## src/hdl/address_code_pkg.sv

```systemverilog
package address_code_pkg;

    localparam int ADDR_W = 33;
    localparam int WORD_W = 21;
    localparam int WIDE_W = 36;
    localparam int QUOT_SHIFT = 15;

    // Direction select.
    localparam logic DIR_ENCODE = 1'b0;
    localparam logic DIR_DECODE = 1'b1;

    // Type letters, ASCII upper case.
    localparam logic [7:0] LETTER_FIRST_STD = 8'h41;
    localparam logic [7:0] LETTER_LAST_STD = 8'h4c;
    localparam logic [7:0] LETTER_FIXED_0 = 8'h55;
    localparam logic [7:0] LETTER_FIXED_3 = 8'h58;
    localparam logic [7:0] LETTER_ANY_NS = 8'h59;
    localparam logic [7:0] LETTER_ALL_NS = 8'h5a;

    // Address ranges of the decimal field.
    localparam logic [ADDR_W-1:0] SHORT_LIMIT = 33'h0001effff;
    localparam logic [ADDR_W-1:0] LONG1_FIRST = 33'h000201001;
    localparam logic [ADDR_W-1:0] LONG1_LAST = 33'h040201000;
    localparam logic [ADDR_W-1:0] LONG2_LAST = 33'h0c0201000;
    localparam logic [ADDR_W-1:0] LONG3_LAST = 33'h100200ffe;

    // Conversion offsets.
    localparam logic [ADDR_W-1:0] SHORT_OFFSET = 33'h000008000;
    localparam logic [ADDR_W-1:0] LONG_BASE_A = 33'h0001f9001;
    localparam logic [ADDR_W-1:0] LONG_BASE_A_M1 = 33'h0001f9000;
    localparam logic [ADDR_W-1:0] LONG_BASE_B = 33'h0001f8fff;
    localparam logic [WORD_W-1:0] WORD_ALL_ONES = 21'h1fffff;
    localparam logic [WORD_W-1:0] SET13_OFFSET = 21'h1d8000;
    localparam logic [WORD_W-1:0] SET23_W1_OFFSET = 21'h1f7fff;
    localparam logic [WORD_W-1:0] SET23_W2_OFFSET = 21'h1c8000;

    // Over-the-air word ranges used when recovering an address.
    localparam logic [WORD_W-1:0] LA1_FIRST = 21'h000001;
    localparam logic [WORD_W-1:0] LA1_LAST = 21'h008000;
    localparam logic [WORD_W-1:0] SHORT_W_FIRST = 21'h008001;
    localparam logic [WORD_W-1:0] LA34_FIRST = 21'h1e0001;
    localparam logic [WORD_W-1:0] LA34_LAST = 21'h1f0000;
    localparam logic [WORD_W-1:0] LA2_FIRST = 21'h1f7fff;
    localparam logic [WORD_W-1:0] LA2_LAST = 21'h1ffffe;

    typedef enum logic [1:0] {
        class_single,
        class_any,
        class_all,
        class_none
    } unit_class_t;

endpackage

```

## src/hdl/phase_frame_extract.sv

```systemverilog
`timescale 1ns/1ps
module phase_frame_extract
    import address_code_pkg::*;
(
    input wire logic [ADDR_W-1:0] addr,
    input wire logic [1:0] subtract,
    output logic [1:0] phase,
    output logic [6:0] frame
);

    logic [ADDR_W-1:0] adjusted;

    always_comb begin
        adjusted = addr - {{(ADDR_W-2){1'b0}}, subtract};
        phase = adjusted[3:2];
        frame = adjusted[10:4];
    end

endmodule

```

## src/hdl/pager_address_converter.sv

```systemverilog
`timescale 1ns/1ps
// Function
// - Address bits 3:2 give phase a to d.
// - Address bits 10:4 give frame 0-127.
// - Subtract letter position in group first.
// - A-D single, E-H any, I-L all phase.
// - U-X fixed phases; Y any; Z all; explicit frame.
// - Short address plus 32768 forms one word.
// - Lowest long range word one: remainder plus one.
// - Lowest long range word two: complemented quotient.
// - Middle long range word two: quotient plus offset.
// - Highest range word one: remainder plus offset.
// - Highest range word two: quotient plus offset.
// - Short word minus 32768 recovers address.
// - Lowest long range recovered from complemented word.
module pager_address_converter
    import address_code_pkg::*;
(
    input wire logic clock,
    input wire logic nrst,
    input wire logic start,
    input wire logic direction,
    input wire logic [ADDR_W-1:0] subscriber_address_code,
    input wire logic [7:0] type_letter,
    input wire logic [6:0] explicit_frame,
    input wire logic [WORD_W-1:0] word1_in,
    input wire logic [WORD_W-1:0] word2_in,
    input wire logic long_in,
    output logic done,
    output logic [WORD_W-1:0] word1_out,
    output logic [WORD_W-1:0] word2_out,
    output logic long_out,
    output logic [ADDR_W-1:0] address_out,
    output logic [1:0] phase_out,
    output logic [6:0] frame_out,
    output unit_class_t unit_class,
    output logic illegal
);

    logic done_reg, done_next;
    logic [WORD_W-1:0] word1_reg, word1_next;
    logic [WORD_W-1:0] word2_reg, word2_next;
    logic long_reg, long_next;
    logic [ADDR_W-1:0] address_reg, address_next;
    logic [1:0] phase_reg, phase_next;
    logic [6:0] frame_reg, frame_next;
    unit_class_t class_reg, class_next;
    logic illegal_reg, illegal_next;

    // Letter decode.
    logic [7:0] letter_index;
    logic letter_std;
    logic letter_fixed;
    logic letter_ok;
    logic [1:0] subtract;
    unit_class_t letter_class;
    logic [1:0] fixed_phase;

    always_comb begin
        letter_index = type_letter - LETTER_FIRST_STD;
        letter_std = (type_letter >= LETTER_FIRST_STD) && (type_letter <= LETTER_LAST_STD);
        letter_fixed = (type_letter >= LETTER_FIXED_0) && (type_letter <= LETTER_FIXED_3);
        letter_ok = letter_std || letter_fixed || (type_letter == LETTER_ANY_NS)
            || (type_letter == LETTER_ALL_NS);
        fixed_phase = 2'(type_letter - LETTER_FIXED_0);
        subtract = letter_std ? letter_index[1:0] : 2'h0;
        if (letter_std) begin
            unique case (letter_index[3:2])
                2'h0: letter_class = class_single;
                2'h1: letter_class = class_any;
                2'h2: letter_class = class_all;
                default: letter_class = class_none;
            endcase
        end else if (letter_fixed) begin
            letter_class = class_single;
        end else if (type_letter == LETTER_ANY_NS) begin
            letter_class = class_any;
        end else if (type_letter == LETTER_ALL_NS) begin
            letter_class = class_all;
        end else begin
            letter_class = class_none;
        end
    end

    // Encoding path: decimal address to one or two words.
    logic [ADDR_W-1:0] diff_a;
    logic [ADDR_W-1:0] diff_b;
    logic [WORD_W-1:0] quot_a;
    logic [WORD_W-1:0] quot_b;
    logic [WORD_W-1:0] enc_w1;
    logic [WORD_W-1:0] enc_w2;
    logic enc_long;
    logic enc_bad;

    always_comb begin
        diff_a = subscriber_address_code - LONG_BASE_A;
        diff_b = subscriber_address_code - LONG_BASE_B;
        // Quotients stay below 2^18 inside the legal ranges.
        quot_a = WORD_W'(diff_a[ADDR_W-1:QUOT_SHIFT]);
        quot_b = WORD_W'(diff_b[ADDR_W-1:QUOT_SHIFT]);
        enc_w1 = '0;
        enc_w2 = '0;
        enc_long = 1'b0;
        enc_bad = 1'b0;
        if (subscriber_address_code < SHORT_LIMIT) begin
            enc_w1 = WORD_W'(subscriber_address_code + SHORT_OFFSET);
            enc_bad = (subscriber_address_code == '0);
        end else if (subscriber_address_code < LONG1_FIRST) begin
            enc_bad = 1'b1;
        end else if (subscriber_address_code <= LONG1_LAST) begin
            enc_long = 1'b1;
            enc_w1 = WORD_W'(diff_a[QUOT_SHIFT-1:0]) + WORD_W'(1);
            enc_w2 = WORD_ALL_ONES - quot_a;
        end else if (subscriber_address_code <= LONG2_LAST) begin
            enc_long = 1'b1;
            enc_w1 = WORD_W'(diff_a[QUOT_SHIFT-1:0]) + WORD_W'(1);
            enc_w2 = quot_a + SET13_OFFSET;
        end else if (subscriber_address_code <= LONG3_LAST) begin
            enc_long = 1'b1;
            enc_w1 = WORD_W'(diff_b[QUOT_SHIFT-1:0]) + SET23_W1_OFFSET;
            enc_w2 = quot_b + SET23_W2_OFFSET;
        end else begin
            enc_bad = 1'b1;
        end
    end

    // Decoding path: received words back to the decimal address.
    logic w1_la1;
    logic w1_la2;
    logic w2_la2;
    logic w2_la34;
    logic [WIDE_W-1:0] dec_sum;
    logic [ADDR_W-1:0] dec_addr;
    logic dec_bad;

    always_comb begin
        w1_la1 = (word1_in >= LA1_FIRST) && (word1_in <= LA1_LAST);
        w1_la2 = (word1_in >= LA2_FIRST) && (word1_in <= LA2_LAST);
        w2_la2 = (word2_in >= LA2_FIRST) && (word2_in <= LA2_LAST);
        w2_la34 = (word2_in >= LA34_FIRST) && (word2_in <= LA34_LAST);
        dec_sum = '0;
        dec_bad = 1'b0;
        if (!long_in) begin
            dec_sum = WIDE_W'(word1_in) - WIDE_W'(SHORT_OFFSET);
            dec_bad = (word1_in < SHORT_W_FIRST);
        end else if (w1_la1 && w2_la2) begin
            dec_sum = (WIDE_W'(WORD_W'(~word2_in)) << QUOT_SHIFT) + WIDE_W'(LONG_BASE_A_M1)
                + WIDE_W'(word1_in);
        end else if (w1_la1 && w2_la34) begin
            dec_sum = (WIDE_W'(word2_in - SET13_OFFSET) << QUOT_SHIFT)
                + WIDE_W'(LONG_BASE_A_M1) + WIDE_W'(word1_in);
        end else if (w1_la2 && w2_la34) begin
            dec_sum = (WIDE_W'(word2_in - SET23_W2_OFFSET) << QUOT_SHIFT)
                + WIDE_W'(word1_in - SET23_W1_OFFSET) + WIDE_W'(LONG_BASE_B);
        end else begin
            dec_bad = 1'b1;
        end
        dec_addr = dec_sum[ADDR_W-1:0];
    end

    // Phase and frame follow from whichever address this request carries.
    logic [ADDR_W-1:0] embed_addr;
    logic [1:0] std_phase;
    logic [6:0] std_frame;

    assign embed_addr = (direction == DIR_DECODE) ? dec_addr : subscriber_address_code;

    phase_frame_extract u_extract (
        .addr(embed_addr),
        .subtract(subtract),
        .phase(std_phase),
        .frame(std_frame)
    );

    always_comb begin
        done_next = start;
        word1_next = word1_reg;
        word2_next = word2_reg;
        long_next = long_reg;
        address_next = address_reg;
        phase_next = phase_reg;
        frame_next = frame_reg;
        class_next = class_reg;
        illegal_next = illegal_reg;
        if (start) begin
            class_next = letter_class;
            if (letter_std) begin
                phase_next = std_phase;
                frame_next = std_frame;
            end else begin
                phase_next = letter_fixed ? fixed_phase : 2'h0;
                frame_next = explicit_frame;
            end
            if (direction == DIR_ENCODE) begin
                word1_next = enc_w1;
                word2_next = enc_w2;
                long_next = enc_long;
                address_next = subscriber_address_code;
                illegal_next = enc_bad || !letter_ok;
            end else begin
                word1_next = word1_in;
                word2_next = word2_in;
                long_next = long_in;
                address_next = dec_addr;
                illegal_next = dec_bad || !letter_ok;
            end
        end
    end

    // Results stay until the next accepted request.
    always_ff @(posedge clock or negedge nrst) begin
        if (!nrst) begin
            done_reg <= 1'b0;
            word1_reg <= '0;
            word2_reg <= '0;
            long_reg <= 1'b0;
            address_reg <= '0;
            phase_reg <= 2'h0;
            frame_reg <= 7'h00;
            class_reg <= class_none;
            illegal_reg <= 1'b0;
        end else begin
            done_reg <= done_next;
            word1_reg <= word1_next;
            word2_reg <= word2_next;
            long_reg <= long_next;
            address_reg <= address_next;
            phase_reg <= phase_next;
            frame_reg <= frame_next;
            class_reg <= class_next;
            illegal_reg <= illegal_next;
        end
    end

    assign done = done_reg;
    assign word1_out = word1_reg;
    assign word2_out = word2_reg;
    assign long_out = long_reg;
    assign address_out = address_reg;
    assign phase_out = phase_reg;
    assign frame_out = frame_reg;
    assign unit_class = class_reg;
    assign illegal = illegal_reg;

endmodule

```

## config.mk

```make
export PLATFORM = sky130hd
export DESIGN_NAME = pager_address_converter
export DESIGN_NICKNAME = d
export VERILOG_FILES = /design/src/hdl/address_code_pkg.sv /design/src/hdl/phase_frame_extract.sv /design/src/hdl/pager_address_converter.sv
export SDC_FILE = /design/constraint.sdc
export NUM_CORES = 1
export LEC_CHECK = 0
export BUFFER_PORTS_ARGS = -buffer_cell sky130_fd_sc_hd__buf_4
export CAP_MARGIN = 20
export CORE_MARGIN = 4
export CORE_UTILIZATION = 55
export CTS_BUF_LIST = sky130_fd_sc_hd__clkbuf_16
export CTS_CLUSTER_DIAMETER = 150
export CTS_CLUSTER_SIZE = 16
export DETAILED_ROUTE_END_ITERATION = 12
export GPL_TIMING_DRIVEN = 1
export PLACE_DENSITY = 0.78
export SETUP_SLACK_MARGIN = 0.15
export SLEW_MARGIN = 10
export SYNTH_ARGS = -nofsm -noshare
export SYNTH_HDL_FRONTEND = slang
export SYNTH_SLANG_ARGS = --single-unit
```

## constraint.sdc

```tcl
create_clock -name clock -period 2.65 [get_ports clock]
set_clock_uncertainty 0.2 [all_clocks]
set_input_delay 0.3975 -clock clock [delete_from_list [all_inputs] [get_ports clock]]
set_output_delay 0.3975 -clock clock [all_outputs]
set_load 0.01 [all_outputs]
```

==> flow_metrics.env, run 1 <==
export IMPL_dp_hpwl_um=43280
export IMPL_clk_path_buf_depth=2
export IMPL_die_h_um=151.9
export IMPL_synth_top_area_share=0.1911
export IMPL_clockRootBuffer="clkbuf_16"
export IMPL_synth_area_um2=11390
export IMPL_asyncSetResetFlopFracSynth=1.000
export IMPL_routabilityCongestion=1.058
export IMPL_yosys_register_bits=89
export IMPL_fp_row_count=52
export IMPL_tritoncts_num_buffers=9
export IMPL_fp_dieW_um=151.9
export IMPL_initial_core_util=0.5611
export IMPL_flow_first_error="[ERROR DPL-0033] detailed placement checks failed during check placement."
export IMPL_netlist_instances=1553
export IMPL_ys_flop_type="dfrtp_1"
export IMPL_synthesis_area_per_instance_um2=7.334
export IMPL_cts_repair_timing_setup_buffer_count=85
export IMPL_place_area_um2=17200
export IMPL_synth_top_cells_by_area="dfrtp_1, ha_1, a21oi_1"
export IMPL_cts_max_level=3
export IMPL_port_buffers=183
export IMPL_synth_largest_area_cell="dfrtp_1"
export IMPL_tritoncts_num_sinks=89
export IMPL_yosys_warnings=0
export IMPL_top_level_i_o_count=184
export IMPL_syn_nets=1747
export IMPL_synth_edf_count=0
export IMPL_holdBufCountCts=1
export IMPL_cts_resized=389
export IMPL_synth_lib_cells_used_distinct=84
export IMPL_outcome="stopped before the end"
export IMPL_flow_stopped_at="clock tree synthesis (4_1_cts)"
export IMPL_seq_area_frac_synth=0.1958
==> cells in the mapped netlist, types with 22 or more instances <==
cell	count
nor2_1	195
a21oi_1	161
nand2_1	100
ha_1	98
inv_1	98
o21ai_0	90
clkbuf_1	88
dfrtp_1	87
xnor2_1	80
xor2_1	56
nand3_1	53
nor3_1	40
nand4_1	22
==> cells by family after synthesis <==
kind of cell,after synthesis,synth area share
xor gates and xnor gates,136,0.1046
DFF,89,0.1958
adders and majority gates,100,0.1103
and+or+nand+nor,535,0.2311
buffers and inverters,197,0.06668
muxes,27,0.02516
AOI/OAI and AO/OA,469,0.2664
==> through the flow <==
stage | hold slack (ps) | setup slack (ps) | util | instances
detailed placement | 236.4 | -1699 | 0.8474 | 2398
global placement | 214.8 | -1524 | 0.8474 | 2398
floorplan | -98.09 | -1461 | - | 1553
==> inputs of run 2 (changes only) <==
- CORE_UTILIZATION: 55 -> 40
- CTS_BUF_LIST: sky130_fd_sc_hd__clkbuf_16 -> not set
- CTS_CLUSTER_DIAMETER: 150 -> not set
- CTS_CLUSTER_SIZE: 16 -> not set
- PLACE_DENSITY: 0.78 -> not set
- PLACE_DENSITY_LB_ADDON: not set -> 0.15
- SETUP_SLACK_MARGIN: 0.15 -> not set
==> run 2 against run 1 <==
  * The flow now finishes, with violations (setup timing)
  * Synthesized cell count unchanged
  * Area after synthesis unchanged
==> flow_metrics.env, run 2 <==
export IMPL_outcome="finished with violations"
export IMPL_violated_checks="setup timing"
export IMPL_dp_hpwl_um=42870
export IMPL_seq_area_frac_synth=0.1958
export IMPL_placeableCoreArea_um2=27930
export IMPL_routabilityCongestion=0.9784
export IMPL_mostFrequentLayoutCell="buf_4"
export IMPL_insertion_delay_ps=350
export IMPL_grt_usage=0.3353
export IMPL_detail_route_iter0_violations=1677
export IMPL_report_final_setup_viol=71
export IMPL_yosys_cell_count_top_type="nor2_1"
export IMPL_ys_flop_type="dfrtp_1"
export IMPL_final_design_area_no_fill_um2=20880
export IMPL_netlist_instances=1553
export IMPL_cap_violations=0
export IMPL_finalPower_mw=6.819
export IMPL_synth_top_area_share=0.1911
export IMPL_nets=2441
export IMPL_fp_dieW_um=176.7
export IMPL_yosys_register_bits=89
export IMPL_top_level_i_o_count=184
export IMPL_r2r_slack_ps=1580
export IMPL_criticalPathCategory="primary input to flip-flop"
export IMPL_wire_per_inst_um=21.68
export IMPL_grt_start_max_net_pins=55
export IMPL_final_period_util=1.416
export IMPL_tritoncts_num_buffers=9
export IMPL_die_area_um2=31240
export IMPL_diode_count=0
export IMPL_hold_start="explicit_frame[3]"
export IMPL_slew_viol_final=0
export IMPL_seqPwrFrac=0.238
export IMPL_cp_top_family="compound AO/OA/AOI/OAI gates"
export IMPL_worst_setup_path_start_kind="primary input"
export IMPL_power_leakage_nw=9.400
export IMPL_count_of_nets_left_with_antenna_violations_after_detail_routing=0
export IMPL_end_kind="flip-flop"
export IMPL_clk_path_buf_depth=2
export IMPL_synth_largest_area_cell="dfrtp_1"
export IMPL_number_of_stages_on_the_worst_hold_path=3
export IMPL_vdd_ir_drop_max_mv=0.2772
export IMPL_internal_power_mw=4.055
export IMPL_max_freq_mhz=266.5
export IMPL_synthesis_area_per_instance_um2=7.334
export IMPL_switchingPower_mw=2.763
export IMPL_finalHoldViolCount=0
export IMPL_first_pass_iters=6
export IMPL_clockRootBuffer="clkbuf_16"
export IMPL_max_stage_delay_ps=290
export IMPL_cp_num_buf_inv=8
export IMPL_critical_path_most_common_cell="buf_4"
export IMPL_fp_row_count=61
export IMPL_largest_register_ffs=33
export IMPL_worst_slew_pin_slew_ps=616.4
export IMPL_grt_pass1_wl_um=82400
export IMPL_ys_top_cells_by_count="nor2_1, a21oi_1, nand2_1"
export IMPL_crit_reg2reg_capture="word1_out[20]$_DFFE_PN0P_"
export IMPL_launch_instance_of_the_worst_register_to_register_path="word1_out[20]$_DFFE_PN0P_"
export IMPL_worst_r2r_cell_count=1
export IMPL_critPathSlowestCell="ha_4"
export IMPL_asyncSetResetFlopFracSynth=1.000
export IMPL_hold_path_endpoint="frame_out[3]$_DFFE_PN0P_"
export IMPL_path_max_fanout=5
export IMPL_drt_wl_total_um=57010
export IMPL_clk_pin_slew_worst_paths_ps=90
export IMPL_drc_violations=0
export IMPL_worstPathCellList="buf_6 > nand4_1 > buf_4 > nor2_4 > buf_4 > buf_6 > nand3_4 > xnor2_4 > inv_2 > ha_4 > nand2_1 > o21a_4 > buf_4 > a31oi_4 > a31oi_4 > a2111oi_4 > buf_4 > buf_4 > nor3_2 > xor2_1 > o22ai_1 > o21a_1"
export IMPL_via_count_of_the_first_global_routing_pass=14620
export IMPL_synth_top_cells_by_area="dfrtp_1, ha_1, a21oi_1"
export IMPL_swShare=0.4052
export IMPL_dr_total_vias=15400
export IMPL_grt_overflow_total=0
export IMPL_antenna_found_initial=0
export IMPL_rsz_0062_raised_after_global_routing="true"
export IMPL_drive_gt1_frac=0.5377
export IMPL_port_buffers=183
export IMPL_layout_setup_ws_ps=-1103
export IMPL_power_per_cell_area_nw_per_um2=326.6
export IMPL_die_h_um=176.7
export IMPL_post_route_util=0.7473
export IMPL_cts_max_level=3
export IMPL_synth_edf_count=0
export IMPL_tritoncts="yes"
export IMPL_required_time_reported_for_the_critical_path_endpoint_ps=2720
export IMPL_synth_lib_cells_used_distinct=84
export IMPL_syn_nets=1747
export IMPL_yosys_warnings=0
export IMPL_worst_setup_path_startpoint="word1_in[2]"
export IMPL_combPwrFrac=0.560
export IMPL_most_common_layout_cells="buf_4, nor2_1, nand2_1"
export IMPL_place_area_um2=17400
export IMPL_final_period_minus_worst_setup_slack_ps=3753
export IMPL_initial_core_util=0.4077
export IMPL_route_detailed_vias_per_inst=5.855
export IMPL_clock_power_share=0.201
export IMPL_area_growth_pct=83.29
export IMPL_slew_headroom=0.5848
export IMPL_hold_class="primary input to flip-flop"
export IMPL_tritoncts_num_sinks=89
export IMPL_synth_area_um2=11390
export IMPL_worst_endpoint_data_arrival_time_ps=3820
run 2: power by group through the flow:
stage,clock (mW),combinational [mW],sequential [mW]
2_1_floorplan,0,1.51,1.68
3_3_place_gp,0,3.07,1.64
3_5_place_dp,0,3.11,1.64
4_1_cts,1.37,3.44,1.62
5_1_grt,1.43,4.06,1.64
6_report,1.37,3.82,1.63
run 2: layer usage:
layer  track usage  up-vias  share of wire  routed length (µm)
met2        0.5649      794           0.47               26760
li1              -     6994              -                   -
met3       0.03867      172          0.078                4437
met5             0        -              0                   0
met1        0.4503     7438           0.41               23270
met4        0.1070        0          0.045                2538
run 2: final cells by class:
type | count | area [µm²]
tap | 378 | 473.0
timing repair buffer | 779 | 6391
inverter | 101 | 401.6
sequential | 89 | 2230
clock inverter | 7 | 72.57
fill | 2097 | 7058
clock buffer | 9 | 225.2
multi-input combinational | 1267 | 11080
run 2: logic make-up after synthesis:
group,after synthesis,synth area share
AOI/OAI and AO/OA,469,0.2664
xor gates and xnor gates,136,0.1046
adders and majority gates,100,0.1103
buffers and inverters,197,0.06668
DFF,89,0.1958
muxes,27,0.02516
and+or+nand+nor,535,0.2311
run 2: worst max path at each step:
| stage | depth (start not counted) | end | slack [ps] |
|---|---|---|---|
| final | 22 | address_out[25]$_DFFE_PN0P_ | -1100 |
| after global routing | 21 | address_out[30]$_DFFE_PN0P_ | -1250 |
| after global placement | 16 | frame_out[6]$_DFFE_PN0P_ | -1550 |
| after floorplan | 17 | frame_out[5]$_DFFE_PN0P_ | -1460 |
| after detailed placement | 17 | frame_out[6]$_DFFE_PN0P_ | -1690 |
| after CTS | 21 | address_out[30]$_DFFE_PN0P_ | -1050 |
run 2: stage by stage:
step | setup TNS [ps] | hold WS (ps) | setup slack, ps | cells
finish | -36640 | 100.4 | -1103 | 2630
global route | -43650 | 88.03 | -1250 | 2630
global placement | -68600 | 207.9 | -1553 | 2514
CTS | -29750 | 75.11 | -1055 | 2594
detailed placement | -71330 | 208.5 | -1687 | 2514
floorplan | -39260 | -98.09 | -1461 | 1553
run 2: timing repair:
action                     in CTS  in global routing
pin swaps                     150                151
setup endpoints to repair      74                 82
gates resized for setup       263                236
hold endpoints to repair       35                  0
buffers inserted               68                 61
hold buffers                    1                  0
cloned                          1                  0
(Power assumes the default switching activity.)
==> inputs of run 3 (changes only) <==
- clock period: 2.65 -> 3.7 ns (I/O delays scaled with it)
==> run 3 against run 2 <==
  * The run still ends with setup timing left
  * Setup slack better by 830 ps
  * Sequential share of layout area is 2.3 points higher
  * Routed wire length is 12% lower
  * Largest power group unchanged
==> flow_metrics.env, run 3 (synthesized netlist as in run 2, its figures left out) <==
export IMPL_critical_path_most_common_cell="buf_4"
export IMPL_finalPower_mw=4.421
export IMPL_slew_viol_final=0
export IMPL_max_stage_delay_ps=460
export IMPL_outcome="finished with violations"
export IMPL_layout_setup_ws_ps=-271.3
export IMPL_port_buffers=183
export IMPL_post_place_ws_ps=-794.6
export IMPL_area_growth_pct=50.91
export IMPL_worst_slew_pin_slew_ps=968.5
export IMPL_clk_pin_slew_worst_paths_ps=80
export IMPL_vdd_ir_drop_max_mv=0.1978
export IMPL_route_detailed_vias_per_inst=5.689
export IMPL_initial_core_util=0.4077
export IMPL_most_common_layout_cells="buf_4, nor2_1, a21oi_1"
export IMPL_via_count_of_the_first_global_routing_pass=13440
export IMPL_critPathSlowestCell="a311oi_2"
export IMPL_tritoncts_num_buffers=9
export IMPL_final_period_util=1.073
export IMPL_worstPathCellList="buf_6 > nand4_1 > buf_4 > nor2_4 > buf_4 > nand3_2 > xnor2_2 > inv_2 > ha_4 > nand3_2 > nor2_4 > buf_4 > buf_4 > a31o_2 > nand4_1 > a311oi_2 > a21oi_2 > o21ai_2 > a2111oi_4 > o311ai_1 > a21boi_1"
export IMPL_detail_route_iter0_violations=1180
export IMPL_required_time_reported_for_the_critical_path_endpoint_ps=3750
export IMPL_die_area_um2=31240
export IMPL_grt_overflow_total=0
export IMPL_nets=2244
export IMPL_placeableCoreArea_um2=27930
export IMPL_finalSetupTns_ps=-2060
export IMPL_grt_pass1_wl_um=75690
export IMPL_tritoncts_num_sinks=89
export IMPL_report_final_setup_viol=16
export IMPL_antenna_found_initial=0
export IMPL_insertion_delay_ps=360
export IMPL_final_period_minus_worst_setup_slack_ps=3971
export IMPL_hold_class="primary input to asynchronous set/reset pin"
export IMPL_launch_instance_of_the_worst_register_to_register_path="address_out[6]$_DFFE_PN0P_"
export IMPL_max_freq_mhz=251.8
export IMPL_largest_register_ffs=33
export IMPL_criticalPathCategory="primary input to flip-flop"
export IMPL_violated_checks="setup timing"
export IMPL_worst_setup_path_start_kind="primary input"
export IMPL_dp_hpwl_um=40490
export IMPL_drc_violations=0
export IMPL_cts_max_level=3
export IMPL_power_per_cell_area_nw_per_um2=257.2
export IMPL_dr_total_vias=13840
export IMPL_clk_path_buf_depth=2
export IMPL_fp_row_count=61
export IMPL_drive_gt1_frac=0.3742
export IMPL_worst_endpoint_data_arrival_time_ps=4020
export IMPL_grt_start_max_net_pins=74
export IMPL_finalHoldViolCount=0
export IMPL_worst_setup_path_startpoint="word1_in[5]"
export IMPL_drt_wl_total_um=50230
export IMPL_grt_usage=0.3076
export IMPL_mostFrequentLayoutCell="buf_4"
export IMPL_diode_count=0
export IMPL_fp_dieW_um=176.7
export IMPL_cap_violations=0
export IMPL_end_kind="flip-flop"
export IMPL_routabilityCongestion=0.9775
export IMPL_tritoncts="yes"
export IMPL_power_leakage_nw=7.844
export IMPL_dpl_cell_count=2393
export IMPL_count_of_nets_left_with_antenna_violations_after_detail_routing=0
export IMPL_path_max_fanout=3
export IMPL_first_pass_iters=6
export IMPL_wire_per_inst_um=20.64
export IMPL_rsz_0062_raised_after_global_routing="true"
export IMPL_clockRootBuffer="clkbuf_16"
export IMPL_top_level_i_o_count=184
export IMPL_die_h_um=176.7
export IMPL_fin_cells=2433
export IMPL_slew_headroom=0.3543
[run 3: layout make-up]
class / count / area, µm²
inverter: 101 / 384.1
clock buffer: 9 / 225.2
timing repair buffer: 582 / 4438
clock inverter: 7 / 85.08
multi-input combinational: 1267 / 9353
sequential: 89 / 2230
fill: 2572 / 10750
tap: 378 / 473.0
[run 3: through the flow]
step | hold slack, ps | util | instance area [µm²]
finish | 114.9 | 0.6153 | 17190
floorplan | 59.41 | - | 11680
CTS | 153.1 | 0.5976 | 16690
global placement | 267.5 | 0.5702 | 15930
detailed placement | 265.9 | 0.5702 | 15930
global route | 195.0 | 0.6153 | 17190
[run 3: worst paths after layout]
check | to | slack (ps) | cells after the start
worst min register to register | unit_class[1]$_DFFE_PN1P_ | 270 | 2
worst max-delay path | address_out[30]$_DFFE_PN0P_ | -270 | 21
worst min-delay path | word1_out[10]$_DFFE_PN0P_ | 110 | 1
max in group asynchronous | address_out[20]$_DFFE_PN0P_ | 2410 | 2
worst max register to register | address_out[6]$_DFFE_PN0P_ | 2650 | 1
min in group clock | frame_out[1]$_DFFE_PN0P_ | 230 | 3
[run 3: power breakdown]
part / internal, mW / total (mW) / switching, mW
logic: 1.08 / 2.27 / 1.19
clock network: 0.540 / 0.995 / 0.455
registers: 1.08 / 1.16 / 0.0788
total: 2.70 / 4.42 / 1.72
[run 3: critical path, delay by kind of cell]
kind                     cells  cell delay [ps]
AND/OR/NAND/NOR              6              730
adder cells (fa/ha/maj)      1              290
XOR/XNOR                     1              260
AO/OA/AOI/OAI                7             1480
buffers and inverters        6              680
[run 3: metal layers]
metal,global-route usage,wire length (µm),part of all wire,up-vias
li1,-,-,-,6583
met1,0.4291,21740,0.43,6586
met2,0.4958,23140,0.46,579
met3,0.04337,3831,0.076,93
met4,0.09252,1513,0.030,0
met5,0,0,0,-
[run 3: what timing repair did]
action / 4_1_cts / 5_1_grt
endpoints found under the setup margin: 28 / 34
hold buffers: 0 / 0
pin swaps: 58 / 56
resized for setup: 76 / 76
setup buffers: 14 / 13
==> inputs of run 4 (changes only) <==
- MAX_ROUTING_LAYER: not set -> met4
- SKIP_CTS_REPAIR_TIMING: not set -> 1
==> run 4 against run 3 <==
  * The run still ends with setup timing left
  * Via count fell by 0.31%
  * Non-clock buffer count fell by 4
  * Setup slack improved by 53 ps
  * Cell count fell by 0.16%
  * Combinational power fell by 2%
  * Critical path type unchanged
  * Largest cell class unchanged
==> flow_metrics.env, run 4 (synthesized netlist as in run 2, its figures left out) <==
export IMPL_end_kind="flip-flop"
export IMPL_finalHoldViolCount=0
export IMPL_final_design_area_no_fill_um2=17040
export IMPL_drive_gt1_frac=0.3632
export IMPL_combPwrFrac=0.502
export IMPL_rsz_0062_raised_after_global_routing="true"
export IMPL_crit_reg2reg_capture="address_out[25]$_DFFE_PN0P_"
export IMPL_diode_count=0
export IMPL_power_leakage_nw=7.814
export IMPL_slew_viol_final=0
export IMPL_clk_path_buf_depth=2
export IMPL_insertion_delay_ps=360
export IMPL_worst_slew_pin_slew_ps=614.9
export IMPL_dp_hpwl_um=41120
export IMPL_nets=2240
export IMPL_grt_start_max_net_pins=82
export IMPL_placeableCoreArea_um2=27930
export IMPL_report_final_setup_viol=19
export IMPL_detail_route_iter0_violations=1263
export IMPL_path_max_fanout=4
export IMPL_grt_pass1_wl_um=75840
export IMPL_drc_violations=0
export IMPL_port_buffers=183
export IMPL_hold_class="primary input to asynchronous set/reset pin"
export IMPL_launch_instance_of_the_worst_register_to_register_path="address_out[25]$_DFFE_PN0P_"
export IMPL_worst_r2r_cell_count=3
export IMPL_wire_per_inst_um=20.74
export IMPL_switchingPower_mw=1.688
export IMPL_die_area_um2=31240
export IMPL_finalPower_mw=4.434
export IMPL_grt_overflow_total=0
export IMPL_most_common_layout_cells="buf_4, nor2_1, a21oi_1"
export IMPL_r2r_slack_ps=2610
export IMPL_criticalPathCategory="primary input to flip-flop"
export IMPL_cts_max_level=3
export IMPL_power_per_cell_area_nw_per_um2=260.3
export IMPL_via_count_of_the_first_global_routing_pass=13210
export IMPL_violated_checks="setup timing"
export IMPL_max_freq_mhz=255.2
export IMPL_antenna_found_initial=0
export IMPL_first_pass_iters=5
export IMPL_fp_row_count=61
export IMPL_final_period_minus_worst_setup_slack_ps=3918
export IMPL_grt_usage=0.3187
export IMPL_cap_violations=0
export IMPL_fp_dieW_um=176.7
export IMPL_vdd_ir_drop_max_mv=0.1797
export IMPL_worst_endpoint_data_arrival_time_ps=4010
export IMPL_area_growth_pct=49.59
export IMPL_mostFrequentLayoutCell="buf_4"
export IMPL_worst_setup_path_start_kind="primary input"
export IMPL_drt_wl_total_um=50370
export IMPL_required_time_reported_for_the_critical_path_endpoint_ps=3790
export IMPL_clockRootBuffer="clkbuf_16"
export IMPL_seqPwrFrac=0.261
export IMPL_slew_headroom=0.5863
export IMPL_tritoncts_num_sinks=89
export IMPL_final_period_util=1.059
export IMPL_die_h_um=176.7
export IMPL_internal_power_mw=2.746
export IMPL_swShare=0.3808
export IMPL_layout_setup_ws_ps=-217.8
export IMPL_outcome="finished with violations"
export IMPL_count_of_nets_left_with_antenna_violations_after_detail_routing=0
export IMPL_clock_power_share=0.237
export IMPL_dr_total_vias=13800
export IMPL_post_route_util=0.6099
export IMPL_tritoncts_num_buffers=9
export IMPL_largest_register_ffs=33
export IMPL_place_area_um2=16010
export IMPL_tritoncts="yes"
export IMPL_clk_pin_slew_worst_paths_ps=80
export IMPL_top_level_i_o_count=184
export IMPL_initial_core_util=0.4077
export IMPL_routabilityCongestion=0.9834
export IMPL_route_detailed_vias_per_inst=5.681
## run 4: cell types whose count changed in the layout (fill, tap and decap cells not counted), moves of 4 or more
cell / delta
xor2_1: +4
buf_4: -5
a21oi_1: +8
a21oi_2: -8
nor4_1: +4
## run 4: layer usage
layer | track usage | wire length (µm) | vias to the layer above
li1 | - | - | 6614
met1 | 0.4417 | 22520 | 6620
met2 | 0.5014 | 23270 | 507
met3 | 0.03760 | 3405 | 57
met4 | 0.07415 | 1172 | 0
met5 | - | 0 | -
## run 4: worst max-delay path, cell delays in order
cell and delay, ps:
buf_6 70, nand4_1 110, buf_6 160, nor3_4 170
nor2b_4 220, a21oi_4 90, xnor2_1 130, ha_1 300
inv_2 70, ha_4 190, a21o_1 160, a21o_1 170
a21o_1 170, a21o_1 170, a21oi_2 180, a311oi_2 170
a21oi_2 200, o21ai_2 100, a2111oi_2 340, o311ai_2 140
a21boi_1 140
## run 4: cell type report
type	count	area [µm²]
Fill cell	2635	10900
Multi-Input combinational cell	1267	9204
Timing Repair Buffer	578	4420
Sequential cell	89	2230
Tap cell	378	473.0
Inverter	101	384.1
Clock buffer	10	229.0
Clock inverter	6	97.59
## run 4: metrics by stage
stage / worst slack [ps] / hold WS [ps] / cells / setup TNS (ps)
5_1_grt: -343.4 / 42.15 / 2429 / -4809
3_3_place_gp: -701.0 / 267.5 / 2401 / -16450
4_1_cts: -494.0 / 29.33 / 2417 / -6128
6_report: -217.8 / 0.02309 / 2429 / -2004
3_5_place_dp: -853.7 / 270.6 / 2401 / -18140
2_1_floorplan: -572.4 / 59.41 / 1553 / -4081
## run 4: how the worst max path moves through the flow
stage                            from                           to  cells past startpoint
final                     word1_in[2]  address_out[30]$_DFFE_PN0P_                     21
after global routing      word1_in[2]  address_out[30]$_DFFE_PN0P_                     21
after CTS                 word1_in[5]  address_out[30]$_DFFE_PN0P_                     20
after detailed placement  word1_in[5]  address_out[30]$_DFFE_PN0P_                     20
after global placement    word2_in[7]     frame_out[5]$_DFFE_PN0P_                     17
after floorplan           word2_in[9]     frame_out[5]$_DFFE_PN0P_                     17
## run 4: power groups by stage
stage	Combinational, mW	Sequential [mW]	Clock [mW]
floorplan	1.00	1.21	0
global placement	2.02	1.17	0
detailed placement	2.05	1.18	0
CTS	2.06	1.16	1.07
global route	2.40	1.17	1.11
finish	2.23	1.16	1.05
